===== src/hdl/low_speed_backup_oscillator_consts.vh =====
// Constants for the oscillator configuration and Timer 0 sub clock block.
// Assumes a single 25 MHz clock and a plain strobe register port.
// What this block does
// - Control bit 2 picks Timer 0 count source: 0 pin, 1 sub clock.
// - Control bit 1 enables fast RC, bit 0 enables crystal; 1 runs.
// - Reset clears bit 7 and sub clock select; enables follow reset-osc bit.
// - Configuration byte is readable, read-only; writes never alter it.
// - Configuration bits 7..5 are program memory lock bits.
// - Config bit 4 picks reset oscillator: 1 crystal, 0 RC if watchdog RC off.
// - Config bit 3 picks crystal gain: 1 high speed, 0 low power 32 kHz.
// - Config bit 2: 1 shared pin is active-low reset, 0 plain input.
// - Config bit 1: 1 watchdog RC off, main clock; 0 watchdog RC runs.
// - Erased configuration byte reads ones in bits 7..1.
// - Main clock select switches crystal and fast RC without glitches.
// - With both oscillators disabled, low speed backup RC clocks the core.
// - Prescale reload all ones divides by 2, all zeros by 512.
`ifndef LOW_SPEED_BACKUP_OSCILLATOR_CONSTS_VH
`define LOW_SPEED_BACKUP_OSCILLATOR_CONSTS_VH

`define LOW_SPEED_BACKUP_OSCILLATOR_ADDR_CTRL       8'h86
`define LOW_SPEED_BACKUP_OSCILLATOR_ADDR_FACTORY_CONFIG_BYTE       8'hef
`define LOW_SPEED_BACKUP_OSCILLATOR_ADDR_CKSEL      8'h85
`define LOW_SPEED_BACKUP_OSCILLATOR_ADDR_RELOAD     8'h97

`define LOW_SPEED_BACKUP_OSCILLATOR_CTRL_XTAL_BIT   0
`define LOW_SPEED_BACKUP_OSCILLATOR_CTRL_FRC_BIT    1
`define LOW_SPEED_BACKUP_OSCILLATOR_CTRL_T0SUB_BIT  2

`define LOW_SPEED_BACKUP_OSCILLATOR_FACTORY_CONFIG_BYTE_LOCK_MSB   7
`define LOW_SPEED_BACKUP_OSCILLATOR_FACTORY_CONFIG_BYTE_LOCK_LSB   5
`define LOW_SPEED_BACKUP_OSCILLATOR_FACTORY_CONFIG_BYTE_RSTOSC_BIT 4
`define LOW_SPEED_BACKUP_OSCILLATOR_FACTORY_CONFIG_BYTE_GAIN_BIT   3
`define LOW_SPEED_BACKUP_OSCILLATOR_FACTORY_CONFIG_BYTE_PINRST_BIT 2
`define LOW_SPEED_BACKUP_OSCILLATOR_FACTORY_CONFIG_BYTE_WATCHDOG_RC_OSCILLATOR_BIT   1

`define LOW_SPEED_BACKUP_OSCILLATOR_FACTORY_CONFIG_BYTE_ERASED     8'hff
`define LOW_SPEED_BACKUP_OSCILLATOR_RELOAD_RESET    8'hff
`define LOW_SPEED_BACKUP_OSCILLATOR_SWITCH_SETTLE   4

`endif


===== src/hdl/low_speed_backup_oscillator_sync.v =====
// Two-flop synchroniser for a group of single-bit levels.
// Assumes inputs may be asynchronous to clk_i; clock enable freezes it.
`timescale 1ns/1ps
module low_speed_backup_oscillator_sync #(
  parameter WIDTH = 2
) (
  // Clock, reset and enable
  input  wire             clk_i,
  input  wire             rst_i,
  input  wire             ce_i,
  // Levels
  input  wire [WIDTH-1:0] async_i,
  output wire [WIDTH-1:0] sync_o
);

  reg [WIDTH-1:0] meta_q;
  reg [WIDTH-1:0] sync_q;

  // One generate lane per bit; the first flop feeds only the second
  genvar g;
  generate
    for (g = 0; g < WIDTH; g = g + 1)
    begin : g_lane
      always @(posedge clk_i)
      begin
        if (rst_i)
        begin
          meta_q[g] <= 1'b0;
          sync_q[g] <= 1'b0;
        end
        else if (ce_i)
        begin
          meta_q[g] <= async_i[g];
          sync_q[g] <= meta_q[g];
        end
      end
    end
  endgenerate

  assign sync_o = sync_q;

endmodule // low_speed_backup_oscillator_sync


===== src/hdl/low_speed_backup_oscillator_top.v =====
// Oscillator enable control, configuration byte view, clock select and
// Timer 0 count source selection.
// Assumes oscillator clocks arrive as plain levels sampled on clk_i.
//
// Strobed register access was decided locally.
`timescale 1ns/1ps
`include "low_speed_backup_oscillator_consts.vh"
module low_speed_backup_oscillator_top #(
  parameter [7:0] FACTORY_CONFIG_BYTE_VALUE = `LOW_SPEED_BACKUP_OSCILLATOR_FACTORY_CONFIG_BYTE_ERASED,
  parameter       SETTLE     = `LOW_SPEED_BACKUP_OSCILLATOR_SWITCH_SETTLE
) (
  // Clock, reset and enable
  input  wire       clk_i,
  input  wire       rst_i,
  input  wire       ce_i,
  // Register port
  input  wire [7:0] addr_i,
  input  wire [7:0] wdata_i,
  input  wire       wr_i,
  input  wire       rd_i,
  output reg  [7:0] rdata_o,
  // Oscillator levels
  input  wire       xtal_clk_i,
  input  wire       frc_clk_i,
  input  wire       lsrc_clk_i,
  input  wire       t0_pin_i,
  input  wire       shared_pin_i,
  // Oscillator controls
  output reg        crystal_enable_o,
  output reg        fast_rc_enable_o,
  output reg        crystal_gain_select_o,
  output reg        watchdog_rc_enable_o,
  output reg        watchdog_main_clk_o,
  output reg  [2:0] lock_bits_o,
  // Pin function
  output reg        pin_reset_function_o,
  output reg        ext_reset_n_o,
  output reg        shared_pin_in_o,
  // Clocking outputs
  output reg        main_clk_o,
  output reg        backup_active_o,
  output reg        prescale_tick_o,
  output reg        timer0_count_o
);

  // Control register fields
  reg        crystal_enable_q;
  reg        fast_rc_enable_q;
  reg        timer0_subclock_select_q;
  reg        main_clock_select_q;
  reg  [7:0] clock_prescale_reload_q;

  // Configuration fields, fixed by mask
  wire       rst_osc   = FACTORY_CONFIG_BYTE_VALUE[`LOW_SPEED_BACKUP_OSCILLATOR_FACTORY_CONFIG_BYTE_RSTOSC_BIT];
  wire       watchdog_rc_oscillator_off  = FACTORY_CONFIG_BYTE_VALUE[`LOW_SPEED_BACKUP_OSCILLATOR_FACTORY_CONFIG_BYTE_WATCHDOG_RC_OSCILLATOR_BIT];
  wire [7:0] factory_config_byte_view = {FACTORY_CONFIG_BYTE_VALUE[7:1], 1'b1};

  // Synchronised oscillator levels and timer pin
  wire [3:0] sync_w;
  wire       xtal_s = sync_w[0];
  wire       frc_s  = sync_w[1];
  wire       lsrc_s = sync_w[2];
  wire       t0p_s  = sync_w[3];

  low_speed_backup_oscillator_sync #(
    .WIDTH   (4)
  ) u_sync (
    .clk_i   (clk_i),
    .rst_i   (rst_i),
    .ce_i    (ce_i),
    .async_i ({t0_pin_i, lsrc_clk_i, frc_clk_i, xtal_clk_i}),
    .sync_o  (sync_w)
  );

  // Register writes; configuration byte ignores writes
  always @(posedge clk_i)
  begin
    if (rst_i)
    begin
      timer0_subclock_select_q <= 1'b0;
      crystal_enable_q         <= rst_osc;
      fast_rc_enable_q         <= ~rst_osc & watchdog_rc_oscillator_off;
      main_clock_select_q      <= rst_osc;
      clock_prescale_reload_q  <= `LOW_SPEED_BACKUP_OSCILLATOR_RELOAD_RESET;
    end
    else if (ce_i)
    begin
      if (wr_i && addr_i == `LOW_SPEED_BACKUP_OSCILLATOR_ADDR_CTRL)
      begin
        crystal_enable_q         <= wdata_i[`LOW_SPEED_BACKUP_OSCILLATOR_CTRL_XTAL_BIT];
        fast_rc_enable_q         <= wdata_i[`LOW_SPEED_BACKUP_OSCILLATOR_CTRL_FRC_BIT];
        timer0_subclock_select_q <= wdata_i[`LOW_SPEED_BACKUP_OSCILLATOR_CTRL_T0SUB_BIT];
      end
      else if (wr_i && addr_i == `LOW_SPEED_BACKUP_OSCILLATOR_ADDR_CKSEL)
        main_clock_select_q <= wdata_i[0];
      else if (wr_i && addr_i == `LOW_SPEED_BACKUP_OSCILLATOR_ADDR_RELOAD)
        clock_prescale_reload_q <= wdata_i;
    end
  end

  // Reset loads oscillator enables from the reset-oscillator bit
  reg init_q;
  always @(posedge clk_i)
  begin
    if (rst_i)
      init_q <= 1'b1;
    else if (ce_i)
      init_q <= 1'b0;
  end

  // Effective enables: first cycle after reset follows configuration
  wire xen = init_q ? rst_osc : crystal_enable_q;
  wire fen = init_q ? (~rst_osc & watchdog_rc_oscillator_off) : fast_rc_enable_q;
  wire sel = init_q ? rst_osc : main_clock_select_q;
  reg  xen_hold_q;
  reg  fen_hold_q;
  reg  sel_hold_q;
  always @(posedge clk_i)
  begin
    if (rst_i)
    begin
      xen_hold_q <= 1'b0;
      fen_hold_q <= 1'b0;
      sel_hold_q <= 1'b0;
    end
    else if (ce_i && init_q)
    begin
      xen_hold_q <= rst_osc;
      fen_hold_q <= ~rst_osc & watchdog_rc_oscillator_off;
      sel_hold_q <= rst_osc;
    end
  end

  // Glitch-free select: change only when both sources are low
  reg       sel_live_q;
  reg [2:0] settle_q;
  wire      both_low = ~xtal_s & ~frc_s;
  always @(posedge clk_i)
  begin
    if (rst_i)
    begin
      sel_live_q <= 1'b0;
      settle_q   <= 3'h0;
    end
    else if (ce_i)
    begin
      if (sel != sel_live_q && both_low)
      begin
        sel_live_q <= sel;
        settle_q   <= SETTLE[2:0];
      end
      else if (settle_q != 3'h0)
        settle_q <= settle_q - 3'h1;
    end
  end

  // Main clock source with low speed backup
  wire backup = ~xen & ~fen;
  wire src_clk = backup ? lsrc_s : (sel_live_q ? xtal_s : frc_s);

  // Prescaler: toggles every (256 - reload) source edges
  reg       src_q;
  reg [7:0] pre_cnt_q;
  reg       pre_clk_q;
  wire      src_rise = src_clk & ~src_q;
  always @(posedge clk_i)
  begin
    if (rst_i)
    begin
      src_q     <= 1'b0;
      pre_cnt_q <= 8'h00;
      pre_clk_q <= 1'b0;
    end
    else if (ce_i)
    begin
      src_q <= src_clk;
      if (src_rise && settle_q == 3'h0)
      begin
        if (pre_cnt_q == 8'hff)
        begin
          pre_cnt_q <= clock_prescale_reload_q; // 256-M edges per half period
          pre_clk_q <= ~pre_clk_q;
        end
        else
          pre_cnt_q <= pre_cnt_q + 8'h01;
      end
    end
  end

  // Timer 0 source: sub clock from crystal, pin otherwise
  reg t0_sel_q;
  reg t0_src_q;
  wire t0_src = t0_sel_q ? xtal_s : t0p_s;
  always @(posedge clk_i)
  begin
    if (rst_i)
    begin
      t0_sel_q <= 1'b0;
      t0_src_q <= 1'b0;
    end
    else if (ce_i)
    begin
      if (timer0_subclock_select_q != t0_sel_q && ~xtal_s && ~t0p_s)
        t0_sel_q <= timer0_subclock_select_q;
      t0_src_q <= t0_src;
    end
  end

  // Read data, one cycle after the read strobe
  always @(posedge clk_i)
  begin
    if (rst_i)
      rdata_o <= 8'h00;
    else if (ce_i)
    begin
      if (rd_i && addr_i == `LOW_SPEED_BACKUP_OSCILLATOR_ADDR_CTRL)
        rdata_o <= {5'h00, timer0_subclock_select_q, fen, xen};
      else if (rd_i && addr_i == `LOW_SPEED_BACKUP_OSCILLATOR_ADDR_FACTORY_CONFIG_BYTE)
        rdata_o <= factory_config_byte_view;
      else if (rd_i && addr_i == `LOW_SPEED_BACKUP_OSCILLATOR_ADDR_CKSEL)
        rdata_o <= {7'h00, sel};
      else if (rd_i && addr_i == `LOW_SPEED_BACKUP_OSCILLATOR_ADDR_RELOAD)
        rdata_o <= clock_prescale_reload_q;
      else
        rdata_o <= 8'h00;
    end
  end

  // Registered control outputs
  always @(posedge clk_i)
  begin
    if (rst_i)
    begin
      crystal_enable_o      <= 1'b0;
      fast_rc_enable_o      <= 1'b0;
      crystal_gain_select_o <= 1'b0;
      watchdog_rc_enable_o  <= 1'b0;
      watchdog_main_clk_o   <= 1'b0;
      lock_bits_o           <= 3'h0;
      pin_reset_function_o  <= 1'b0;
      ext_reset_n_o         <= 1'b1;
      shared_pin_in_o       <= 1'b0;
      main_clk_o            <= 1'b0;
      backup_active_o       <= 1'b0;
      prescale_tick_o       <= 1'b0;
      timer0_count_o        <= 1'b0;
    end
    else if (ce_i)
    begin
      crystal_enable_o      <= xen;
      fast_rc_enable_o      <= fen;
      crystal_gain_select_o <= FACTORY_CONFIG_BYTE_VALUE[`LOW_SPEED_BACKUP_OSCILLATOR_FACTORY_CONFIG_BYTE_GAIN_BIT];
      watchdog_rc_enable_o  <= ~watchdog_rc_oscillator_off;
      watchdog_main_clk_o   <= watchdog_rc_oscillator_off;
      lock_bits_o <= FACTORY_CONFIG_BYTE_VALUE[`LOW_SPEED_BACKUP_OSCILLATOR_FACTORY_CONFIG_BYTE_LOCK_MSB:`LOW_SPEED_BACKUP_OSCILLATOR_FACTORY_CONFIG_BYTE_LOCK_LSB];
      pin_reset_function_o  <= FACTORY_CONFIG_BYTE_VALUE[`LOW_SPEED_BACKUP_OSCILLATOR_FACTORY_CONFIG_BYTE_PINRST_BIT];
      ext_reset_n_o   <= FACTORY_CONFIG_BYTE_VALUE[`LOW_SPEED_BACKUP_OSCILLATOR_FACTORY_CONFIG_BYTE_PINRST_BIT] ? shared_pin_i : 1'b1;
      shared_pin_in_o <= FACTORY_CONFIG_BYTE_VALUE[`LOW_SPEED_BACKUP_OSCILLATOR_FACTORY_CONFIG_BYTE_PINRST_BIT] ? 1'b0 : shared_pin_i;
      main_clk_o            <= pre_clk_q;
      backup_active_o       <= backup;
      prescale_tick_o <= src_rise && settle_q == 3'h0 &&
                         pre_cnt_q == 8'hff;
      timer0_count_o <= t0_src & ~t0_src_q;  // One pulse per rising source edge
    end
  end

  // Hold copies of the reset-time choice feed only an unused wire; no read shows them
  wire unused_hold = xen_hold_q ^ fen_hold_q ^ sel_hold_q;

endmodule // low_speed_backup_oscillator_top

===== config.mk =====
export PLATFORM = sky130hd
export DESIGN_NAME = low_speed_backup_oscillator_top
export DESIGN_NICKNAME = d
export VERILOG_FILES = /design/src/hdl/low_speed_backup_oscillator_sync.v /design/src/hdl/low_speed_backup_oscillator_top.v
export VERILOG_INCLUDE_DIRS = /design/src /design/src/hdl
export SDC_FILE = /design/constraint.sdc
export NUM_CORES = 1
export LEC_CHECK = 0
export ABC_AREA = 1
export BUFFER_PORTS_ARGS = -buffer_cell sky130_fd_sc_hd__buf_2
export CAP_MARGIN = 20
export CORE_MARGIN = 1.5
export CORE_UTILIZATION = 49
export DETAILED_ROUTE_END_ITERATION = 10
export PLACE_DENSITY = 0.81
export REMOVE_ABC_BUFFERS = 1
export SLEW_MARGIN = 20
export SYNTH_ARGS = -nofsm -noshare
export SYNTH_HDL_FRONTEND = slang
export SYNTH_SLANG_ARGS = --single-unit

===== constraint.sdc =====
create_clock -name clk_i -period 1.32 [get_ports clk_i]
set_clock_uncertainty 0.05 [all_clocks]
set_input_delay 0.264 -clock clk_i [delete_from_list [all_inputs] [get_ports clk_i]]
set_output_delay 0.264 -clock clk_i [all_outputs]
set_load 0.01 [all_outputs]

-- Word-level counts from Yosys, hierarchy flattened
Cells that the tools add are included.
- reductions and logical operators: 23
- $add $sub $neg: 2
- bitwise logic cells: 14
- multiplexer cells: 13
- equality and inequality tests: 7
- operator list (operator ; number):
    8-bit equality test (second input constant) ; 5
    8-bit two-way mux ; 5
    1-bit logical AND ; 12
    1-bit NOT ; 10
    2-bit AND reduction ; 5
    8-bit by 1-bit adder with 8-bit output (second input constant) ; 1
    1-bit two-way mux ; 6
    3-bit two-way mux ; 2
    3-bit AND reduction ; 2
    1-bit bitwise AND ; 4
    4-bit AND reduction ; 1
    3-bit logical NOT ; 1
    3-bit nonzero test ; 1
    3-bit by 1-bit subtractor with 3-bit output (second input constant) ; 1
    1-bit inequality test ; 2
    2-bit nonzero test ; 1
- register bits after elaboration: 54
- input port bits: 26
- output and inout bits: 23
- word-level logic and storage cells: 90

-- Longest topological paths before layout
Gate-level depths: netlist of run 1.
- word-level depth: 7
- mapped depth: 11

-- By module
Synthesis of run 1 repeated with hierarchy kept, for this count alone.
- cells, all modules: 379
- area, all modules: 2552.4 um2
- by module, submodules not included (module ; instances ; seq. area each (um2) ; area an instance (um2) ; cells an instance):
    low_speed_backup_oscillator_top ; 1 ; 900.9 ; 2210.9 ; 328
    low_speed_backup_oscillator_sync ; 1 ; 160.2 ; 341.6 ; 51

-- Worst setup path after synthesis of run 1
No wires, ideal clock.
- path type: reg-to-reg
- start: reg settle_q[0]
- end: reg pre_clk_q
- clock period less this slack: 1.441 ns
- path slack: -0.121 ns
- required time: 1.138 ns
- stages on the path, launching flop included: 11
- arrival: 1.259 ns
- cells stage by stage: dfxtp_1 inv_1 ha_1 inv_1 nor2_1 nor3b_2 nand2_4 inv_6 nand2_1 nand2_1 a21oi_1
- cells in the longest elaborated chain, start to end: 3
- ends and longest elaborated chain (element ; line ; RTL):
    start: declaration ; low_speed_backup_oscillator_top.v:136 ; reg [2:0] settle_q;
    start signal: assignment ; low_speed_backup_oscillator_top.v:150 ; settle_q <= SETTLE[2:0];
    start signal: assignment ; low_speed_backup_oscillator_top.v:153 ; settle_q <= settle_q - 3'h1;
    3-bit logical NOT ; low_speed_backup_oscillator_top.v:177 ; if (src_rise && settle_q == 3'h0)
    1-bit logical AND ; low_speed_backup_oscillator_top.v:177 ;
    3-bit AND reduction (no source line) ; -- ;
    end signal: assignment ; low_speed_backup_oscillator_top.v:182 ; pre_clk_q <= ~pre_clk_q;
    end: declaration ; low_speed_backup_oscillator_top.v:164 ; reg pre_clk_q;
No other way between the ends.
A chain may end at the register's enable or synchronous reset.

-- Worst setup path after layout of run 1
- start: reg pre_cnt_q[0]
- end: reg pre_cnt_q[3]
- cells in the longest elaborated chain, start to end: 2
- ends and longest elaborated chain (element ; line ; RTL):
    start: declaration ; low_speed_backup_oscillator_top.v:163 ; reg [7:0] pre_cnt_q;
    start signal: assignment ; low_speed_backup_oscillator_top.v:181 ; pre_cnt_q <= clock_prescale_reload_q;
    start signal: assignment ; low_speed_backup_oscillator_top.v:185 ; pre_cnt_q <= pre_cnt_q + 8'h01;
    8-bit by 1-bit adder with 8-bit output / 8-bit equality test (equally long branches) ; low_speed_backup_oscillator_top.v:185, low_speed_backup_oscillator_top.v:179 ;
    8-bit two-way mux * ; low_speed_backup_oscillator_top.v:179 ; if (pre_cnt_q == 8'hff)
Mark *: on every way between the ends. The rest lies on a longest branch, timed or not.

==> metrics.cfg, run 1 <==
[critical_path]
end_kind=flop
critPathBufInv=0
startpoint_type=flop
worstRegToRegCells=9
crit_arrival_ns=1.72
critical_path.max_stage_delay_ns=0.38
cpLargestDelayFamily=simple AND/OR/NAND/NOR gates
cpMostUsedCell=nand2_2
cp.depth=9
cp_max_fo=5
crit_chain=ha_4, nand2_2, nor2_4, nand3_4, nor2_8, nand2_2, o21ai_2, nand2_1, a21oi_2
crit_path_top_delay_cell=dfxtp_2
worstPathRequired_ns=1.52
crit_type=reg -> reg

[sta]
max_freq_ghz=0.659
rsz0062_at_grt=true
drv_slew=0
setup_viol=12
hold_violations=0
period_needed_ns=1.52
worst_slack_ns=-0.198
finalCritPeriodShare_pct=115
tns_ns=-1.75

[drt]
dr.pass1.iters=4
drt_iter0_drc=199
drtAntennaViolNets=0
drcViolationCount=0
wire_per_inst_um=13.4
wl_um=6570
vias=2557
via_per_inst=5.23

[global_route]
grt_max_degree=36
grt_pass1_wl_um=10600
overflow=0
antenna_found_initial=0
grt_pass1_vias=2325
grt_usage_pct=25.1

[placement]
placed_cell_area_mm2=0.00295
port_buffers=46
hpwl_um=4310
gp_congestion=0.917
pre_cts_ws_ns=-0.151

[synth]
ys_ff_latch=53
netlist_instances=353
synth_cell_type_count=36
seq_area_frac_synth_pct=42.1
syn_area_mm2=0.00252
yosysWarnings=0
avgSynthCellArea_um2=7.13

[outcome]
violations=setup timing
status=finished, violations left

[floorplan]
start_util_pct=51.9
boundaryPins=49
die_x_um=74.7
std_cell_rows=25
dieArea_mm2=0.00558
die_h_um=74.7
fp.coreArea_mm2=0.00485

[clock_network]
cts_sinks=53
path_clk_slew_ns=0.12
ctsHtreeMaxLevel=2
cts_root_buffer=clkbuf_8
clk_latency_ns=0.32
tritoncts=yes
clk_path_buf_depth=2
cts-buffers-inserted=5

[final_layout]
final_common_cell=nand2_1
antenna_cells=0
fin_nets=450
syn2layout_area_growth_pct=27.9
finalInstanceArea_mm2=0.00322
final_core_util_pct=66.4
drive_gt1_share_pct=33.9
layout_common_cells=79 x nand2_1, 49 x dfxtp_1, 46 x buf_2, 29 x a21oi_1

[power_and_ir_drop]
power_mw=3.22
peakVddDrop_mv=0.727
powerDensity_mw_per_mm2=1000
leakage_nw=1.52

[worst_hold_path]
hold_depth=3
hold_class=in -> reg

[flow_run]
drv_cap=0

-- what timing repair did --
action / in CTS / in global routing
hold buffers: 0 / 0
setup buffers: 3 / 0
setup endpoints to repair: 13 / 15
pin swaps: 10 / 6
hold endpoints to repair: 0 / 0
resized for setup: 25 / 18
cloned: 2 / 0
-- synth_stat cells (all sizes together) --
library cell,n,area share [%]
a21o,1,0.30
a21oi,33,6.7
a41oi,1,0.35
buf,13,3.4
clkbuf,5,0.75
conb,1,0.15
dfxtp,53,42
ha,3,1.5
inv,35,5.4
nand2,93,15
nand3,27,6.1
nand4,3,0.75
nor2,40,7.8
nor3,3,0.60
nor3b,2,0.80
nor4,1,0.25
o211ai,2,0.60
o21ai,33,6.7
o22ai,1,0.25
or2,1,0.25
xnor2,1,0.35
xor2,1,0.35
-- where the power goes --
group | total (mW) | switching (mW) | internal (mW)
clock | 1.01 | 0.609 | 0.398
sequential | 1.71 | 0.0451 | 1.66
combinational | 0.510 | 0.290 | 0.220
-- final timing paths --
path,start,to,slack (ns)
setup / recovery,pre_cnt_q[0]$_SDFFE_PP0P_,pre_cnt_q[3]$_SDFFE_PP0P_,-0.20
setup reg to reg,pre_cnt_q[0]$_SDFFE_PP0P_,pre_cnt_q[3]$_SDFFE_PP0P_,-0.20
hold / removal,shared_pin_i,ext_reset_n_o$_SDFFE_PP1P_,0.09
hold reg to reg,settle_q[0]$_SDFFE_PP0P_,settle_q[0]$_SDFFE_PP0P_,0.39
-- per-stage QoR --
step / hold slack, ns / std cells
global placement: 0.365 / 476
detailed placement: 0.370 / 476
global route: 0.102 / 489
CTS: 0.0911 / 489
floorplan: 0.283 / 336
finish: 0.0927 / 489
-- worst register-to-register path, stage by stage (launching register included) --
cell and delay (ns):
dfxtp_2 0.38, ha_4 0.15, nand2_2 0.08, nor2_4 0.14
nand3_4 0.16, nor2_8 0.16, nand2_2 0.07, o21ai_2 0.07
nand2_1 0.08, a21oi_2 0.12
-- area by class of cell --
class                      instances  area (µm²)
fill                             421        1630
multi-input combinational        249        1360
sequential                        53        1070
timing repair buffer              76         472
inverter                          35         136
tap                               67        83.8
clock buffer                       5        68.8
clock inverter                     3        28.8
timing repair inverter             1        6.26
-- state kept, by name, indices dropped and copies added (netlist names), 3 cells and up --
signal and cells:
u_sync.sync_o 4, settle_q 3, rdata_o 8, pre_cnt_q 8, u_sync.meta_q 4, clock_prescale_reload_q 8
-- routing by layer --
metal / track usage (%) / vias up / wire length [µm]
met5: 0 / - / 0
met4: 13.5 / 0 / 288
li1: - / 1275 / -
met1: 31.5 / 1165 / 2780
met2: 41.9 / 92 / 3230
met3: 3.75 / 25 / 275
-- cells by family after synthesis --
kind of cell | synth area share, %
simple gates | 31.1
buf+inv | 9.54
other cells | 0.149
flops | 42.1
fa+ha+maj | 1.49
compound gates | 14.9
xor+xnor | 0.696
(Power assumes the default switching activity.)
==> run 2: changes to the inputs <==
--- a/config.mk
+++ b/config.mk
@@ -12,7 +12,7 @@
 export CORE_MARGIN = 1.5
 export CORE_UTILIZATION = 49
 export DETAILED_ROUTE_END_ITERATION = 10
-export PLACE_DENSITY = 0.81
+export PLACE_DENSITY = 0.86
 export REMOVE_ABC_BUFFERS = 1
 export SLEW_MARGIN = 20
 export SYNTH_ARGS = -nofsm -noshare
==> run 2 against run 1 <==
The flow still finishes with violations (setup timing). Critical path depth rose by 2. Via count increased by 3.7%. Sequential power barely moved. Combinational power rose by 10%. Register-to-register slack worse by 0.08 ns. Wire length rose by 12%. Final cell count grew 0.82%. Highest routed layer unchanged.
==> metrics.cfg, run 2 (synthesis results as in run 1) <==
[outcome]
status=finished, violations left
violations=setup timing

[critical_path]
worstPathRequired_ns=1.53  ; about the same
critical_path.max_stage_delay_ns=0.34  ; -0.04 ns
cp_max_fo=6  ; +1
crit_path_top_delay_cell=dfxtp_2
crit_chain=inv_2, ha_4, inv_4, nor2_4, nor3b_4, nand2_4, inv_6, nand2_2, nand2_2, nand2_2, nor2_1
end_kind=flop
cpMostUsedCell=nand2_2
worstRegToRegCells=11  ; +2
startpoint_type=flop
crit_type=reg -> reg
crit_arrival_ns=1.80  ; +0.08 ns

[sta]
finalCritPeriodShare_pct=121  ; +5.9 points
drv_slew=0  ; unchanged
hold-worst-slack_ns=0.0988  ; +0.00605 ns
period_needed_ns=1.60  ; +0.0778 ns
worst_slack_ns=-0.276  ; -0.0778 ns
hold_violations=0  ; unchanged
rsz0062_at_grt=true
setup_viol=13  ; +1
max_freq_ghz=0.627  ; -4.9%

[clock_network]
clk_latency_ns=0.32  ; about the same
ctsHtreeMaxLevel=2  ; unchanged
cts_sinks=53  ; unchanged
tritoncts=yes
cts-buffers-inserted=5  ; unchanged
clk_path_buf_depth=2  ; unchanged
cts_root_buffer=clkbuf_8
path_clk_slew_ns=0.10  ; -0.02 ns

[final_layout]
antenna_cells=0  ; unchanged
drive_gt1_share_pct=36.2  ; +2.3 points
largest_registers=clock_prescale_reload_q: 8 flops, pre_cnt_q: 8 flops, rdata_o: 8 flops
syn2layout_area_growth_pct=31.6
final_common_cell=nand2_1
final_cells=493  ; +0.82%
final_core_util_pct=68.3  ; +1.9 points
regArea_mm2=0.00107  ; unchanged
layout_common_cells=76 x nand2_1, 49 x dfxtp_1, 46 x buf_2, 31 x buf_4, 26 x nor2_1
finalInstanceArea_mm2=0.00331  ; +2.9%
fill_cells=364  ; -14%
multi_input_area_mm2=0.00138  ; +1.8%
fin_nets=454  ; +0.89%

[floorplan]
start_util_pct=51.9  ; unchanged
fp.coreArea_mm2=0.00485  ; unchanged
die_h_um=74.7  ; unchanged
die_x_um=74.7  ; unchanged
std_cell_rows=25  ; unchanged
dieArea_mm2=0.00558  ; unchanged
boundaryPins=49  ; unchanged

[drt]
vias=2651  ; +3.7%
drt_iter0_drc=222  ; +12%
wl_um=7360  ; +12%
wire_per_inst_um=14.9  ; +11%
dr.pass1.iters=4  ; unchanged
via_per_inst=5.38  ; +2.8%
drcViolationCount=0  ; unchanged
drtAntennaViolNets=0  ; unchanged

[placement]
hpwl_um=4370  ; +1.5%
placed_cell_area_mm2=0.00292  ; -1.0%
gp_congestion=0.894  ; -2.5%
dp_cells=472  ; -0.84%
port_buffers=46  ; unchanged

[global_route]
overflow=0  ; unchanged
grt_pass1_vias=2516  ; +8.2%
grt_max_degree=36  ; unchanged
antenna_found_initial=0  ; unchanged
grt_usage_pct=26.1  ; +0.98 points
grt_pass1_wl_um=11100  ; +4.5%

[worst_hold_path]
hold_depth=3  ; unchanged
hold_class=in -> reg

[power_and_ir_drop]
power_mw=3.59  ; +11%
powerDensity_mw_per_mm2=1080  ; +8.3%
peakVddDrop_mv=0.957  ; +32%
leakage_nw=1.55  ; +2.5%

[flow_run]
drv_cap=0  ; unchanged

## run 2: critical path, delay by kind of cell (launching register included)
kind          cells  cell delay, ns
simple gates      7            0.80
flops             1            0.34
buf+inv           3            0.21
fa+ha+maj         1            0.14
## run 2: per-stage QoR
stage	setup TNS (ns)	worst slack, ns
2_1_floorplan	-0.744	-0.121
3_5_place_dp	-2.77	-0.191
5_1_grt	-3.43	-0.361
6_report	-2.63	-0.276
3_3_place_gp	-1.06	-0.121
4_1_cts	-1.39	-0.156
## run 2: final cells by class
class | instances | area share (%)
Multi-Input combinational cell | 250 | 41.8
Sequential cell | 53 | 32.2
Timing Repair Buffer | 79 | 14.9
Inverter | 35 | 4.27
Tap cell | 67 | 2.53
Clock buffer | 5 | 2.08
Clock inverter | 3 | 2.08
Timing Repair inverter | 1 | 0.189
## run 2: what timing repair did
action / CTS / global route
hold buffers: 0 / 0
gates resized for setup: 25 / 29
setup buffers: 6 / 5
setup endpoints to repair: 13 / 15
pin swaps: 15 / 17
gates cloned: 3 / 0
## run 2: worst paths after layout
| path | end | from | slack (ns) |
|---|---|---|---|
| worst max-delay path | pre_cnt_q[5]$_SDFFE_PP0P_ | settle_q[0]$_SDFFE_PP0P_ | -0.28 |
| worst min-delay path | ext_reset_n_o$_SDFFE_PP1P_ | shared_pin_i | 0.1 |
| worst max register to register | pre_cnt_q[5]$_SDFFE_PP0P_ | settle_q[0]$_SDFFE_PP0P_ | -0.28 |
| worst min register to register | ext_reset_n_o$_SDFFE_PP1P_ | ext_reset_n_o$_SDFFE_PP1P_ | 0.41 |
## run 2: report_power, final
group / switching [mW] / total (mW) / internal, mW / leakage (nW)
sequential: 0.0465 / 1.71 / 1.66 / 0.434
combinational: 0.321 / 0.561 / 0.241 / 1.05
clock: 0.560 / 1.32 / 0.763 / 0.0687
## run 2: layer usage
layer	global-route usage [%]	vias to the layer above	part of all wire (%)
met5	0	-	0
met4	11.9	0	4.6
met3	4.02	34	5.0
met2	48.0	103	52
met1	29.7	1232	38
li1	-	1282	-
==> run 3: changes to the inputs <==
==> constraint.sdc (replaced) <==
create_clock -name clk_i -period 1.32 [get_ports clk_i]
set_clock_uncertainty 0.05 [all_clocks]
set_input_delay 0.396 -clock clk_i [delete_from_list [all_inputs] [get_ports clk_i]]
set_output_delay 0.396 -clock clk_i [all_outputs]
set_load 0.01 [all_outputs]
==> run 3 against run 2 <==
The run still ends with setup timing left. Wire length shrank 11%. Final cell count unchanged. Sequential cell count stayed put. Non-clock buffer count unchanged. Count of clock-buffer cells in the layout up 1. Clock power shrank 17%. Utilization down 0.18 points. Die area unchanged. Via count is 3.4% lower. Sequential power is essentially flat. Global-route usage down 0.61 points. Largest cell class unchanged. Largest power group unchanged.
==> metrics.cfg, run 3 (synthesis results as in run 1) <==
[placement]
port_buffers=46  ; unchanged
pre_cts_ws_ns=-0.213  ; -0.0223 ns
gp_congestion=0.952  ; +6.5%
hpwl_um=4260  ; -2.6%
dp_cells=474  ; +0.42%
placed_cell_area_mm2=0.00294  ; +0.94%

[global_route]
use_met3_pct=6.16  ; +2.1 points
grt_usage_pct=25.5  ; -0.61 points
grt_max_degree=36  ; unchanged
grtUsageMet1_pct=29.1  ; -0.65 points
grt_pass1_wl_um=10800  ; -2.9%
overflow=0  ; unchanged
grt_pass1_vias=2497  ; -0.76%
grt_use_met2_pct=45.3  ; -2.7 points
busiest_layer=met2
antenna_found_initial=0  ; unchanged

[drt]
dr.pass1.iters=6  ; +2
vias=2561  ; -3.4%
wl_um=6540  ; -11%
drt_iter0_drc=191  ; -14%
drtAntennaViolNets=0  ; unchanged
drcViolationCount=0  ; unchanged
via_per_inst=5.19  ; -3.4%
wire_per_inst_um=13.3  ; -11%

[flow_run]
drv_cap=0  ; unchanged

[critical_path]
critical_path.max_stage_delay_ns=0.36  ; +0.02 ns
cp_max_fo=4  ; -2
crit_chain=ha_4, nand2_4, nor2_4, nand3_4, buf_4, o21ai_0, a21oi_1, nor2_2, nor2_1
worstPathRequired_ns=1.48  ; -0.05 ns
crit_type=reg -> reg
end_kind=flop
crit_arrival_ns=1.67  ; -0.13 ns
startpoint_type=flop
crit_path_top_delay_cell=dfxtp_2

[outcome]
violations=setup timing
status=finished, violations left

[sta]
max_freq_ghz=0.661  ; +5.5%
worst_slack_ns=-0.192  ; +0.0836 ns
rsz0062_at_grt=true
drv_slew=0  ; unchanged
period_needed_ns=1.51  ; -0.0836 ns
hold_violations=0  ; unchanged
finalCritPeriodShare_pct=115  ; -6.3 points
setup_viol=13  ; unchanged

[final_layout]
final_core_util_pct=68.2  ; -0.18 points
fin_nets=454  ; unchanged
antenna_cells=0  ; unchanged
largest_registers=clock_prescale_reload_q: 8 flops, pre_cnt_q: 8 flops, rdata_o: 8 flops
final_cells=493  ; unchanged
final_common_cell=nand2_1
finalInstanceArea_mm2=0.00330  ; -0.26%
layout_common_cells=78 x nand2_1, 48 x dfxtp_1, 46 x buf_2, 29 x buf_4
syn2layout_area_growth_pct=31.3
drive_gt1_share_pct=34.5  ; -1.6 points

[power_and_ir_drop]
switching_share_pct=26.3  ; +0.44 points
p_int_mw=2.49  ; -6.5%
clock_power_share_pct=32.6  ; -4.3 points
power_switching_mw=0.887  ; -4.3%
p_comb_share_pct=17.0  ; +1.4 points
powerDensity_mw_per_mm2=1020  ; -5.7%
peakVddDrop_mv=0.670  ; -30%
leakage_nw=1.57  ; +0.84%
seqPwrFrac_pct=50.4  ; +2.9 points

[clock_network]
tritoncts=yes
cts_root_buffer=clkbuf_8
clk_path_buf_depth=2  ; unchanged
path_clk_slew_ns=0.09  ; about the same
ctsHtreeMaxLevel=2  ; unchanged
cts-buffers-inserted=5  ; unchanged
cts_sinks=53  ; unchanged
clk_latency_ns=0.31  ; about the same

[floorplan]
std_cell_rows=25  ; unchanged
dieArea_mm2=0.00558  ; unchanged
boundaryPins=49  ; unchanged
fp.coreArea_mm2=0.00485  ; unchanged
start_util_pct=51.9  ; unchanged
die_x_um=74.7  ; unchanged
die_h_um=74.7  ; unchanged

[worst_hold_path]
hold_class=in -> reg

-- run 3: cell count changes in the layout (fill, tap and decap cells not counted), moves of 3 or more --
cell,previous run,this run
inv_2,7,10
a21oi_2,9,5
a21oi_1,24,28
nand2_4,2,5
o21ai_1,7,4
nand2_2,16,11
inv_4,3,0
-- run 3: cell type report --
| class | count | area (µm²) |
|---|---|---|
| inverter | 35 | 136 |
| tap | 67 | 83.8 |
| clock buffer | 6 | 72.6 |
| sequential | 53 | 1070 |
| fill | 399 | 1540 |
| timing repair buffer | 79 | 510 |
| multi-input combinational | 250 | 1390 |
| timing repair inverter | 1 | 3.75 |
| clock inverter | 2 | 38.8 |
-- run 3: final timing paths --
path / depth (start not counted) / startpoint / slack [ns] / to
worst min register to register: 2 / ext_reset_n_o$_SDFFE_PP1P_ / 0.41 / ext_reset_n_o$_SDFFE_PP1P_
worst max register to register: 9 / pre_cnt_q[1]$_SDFFE_PP0P_ / -0.19 / pre_cnt_q[7]$_SDFFE_PP0P_
worst max-delay path: 9 / pre_cnt_q[1]$_SDFFE_PP0P_ / -0.19 / pre_cnt_q[7]$_SDFFE_PP0P_
worst min-delay path: 3 / shared_pin_i / 0.24 / ext_reset_n_o$_SDFFE_PP1P_
-- run 3: critical path, delay by kind of cell (launching register included) --
kind	cells	cell delay (ns)
compound gates	2	0.24
buf+inv	1	0.17
fa+ha+maj	1	0.15
simple gates	5	0.44
flops	1	0.36
-- run 3: metal layers --
layer  routed length (µm)  share of wire [%]
met5                    0                  0
met4                  176                2.7
met3                  345                5.3
met2                 3380                 52
met1                 2640                 40
-- run 3: per-stage QoR --
step                TNS, ns  hold WS (ns)  total power [mW]
detailed placement    -5.11         0.372              2.15
finish                -1.81         0.240              3.38
global route          -2.87         0.252              3.51
global placement      -3.48         0.366              2.13
CTS                   -1.46         0.233              3.31
floorplan             -1.01         0.357              1.95
-- run 3: power groups by stage --
stage               Combinational [mW]  Sequential [mW]  Clock (mW)
floorplan                        0.213             1.74           0
global placement                 0.404             1.73           0
detailed placement               0.419             1.73           0
CTS                              0.490             1.70        1.12
global route                     0.626             1.71        1.17
finish                           0.573             1.70        1.10
-- run 3: repair_timing --
item | CTS | global route
pin swaps | 13 | 17
resized for setup | 29 | 20
hold buffers | 0 | 0
endpoints found under the setup margin | 19 | 24
cloned | 3 | 0
setup buffers | 5 | 3
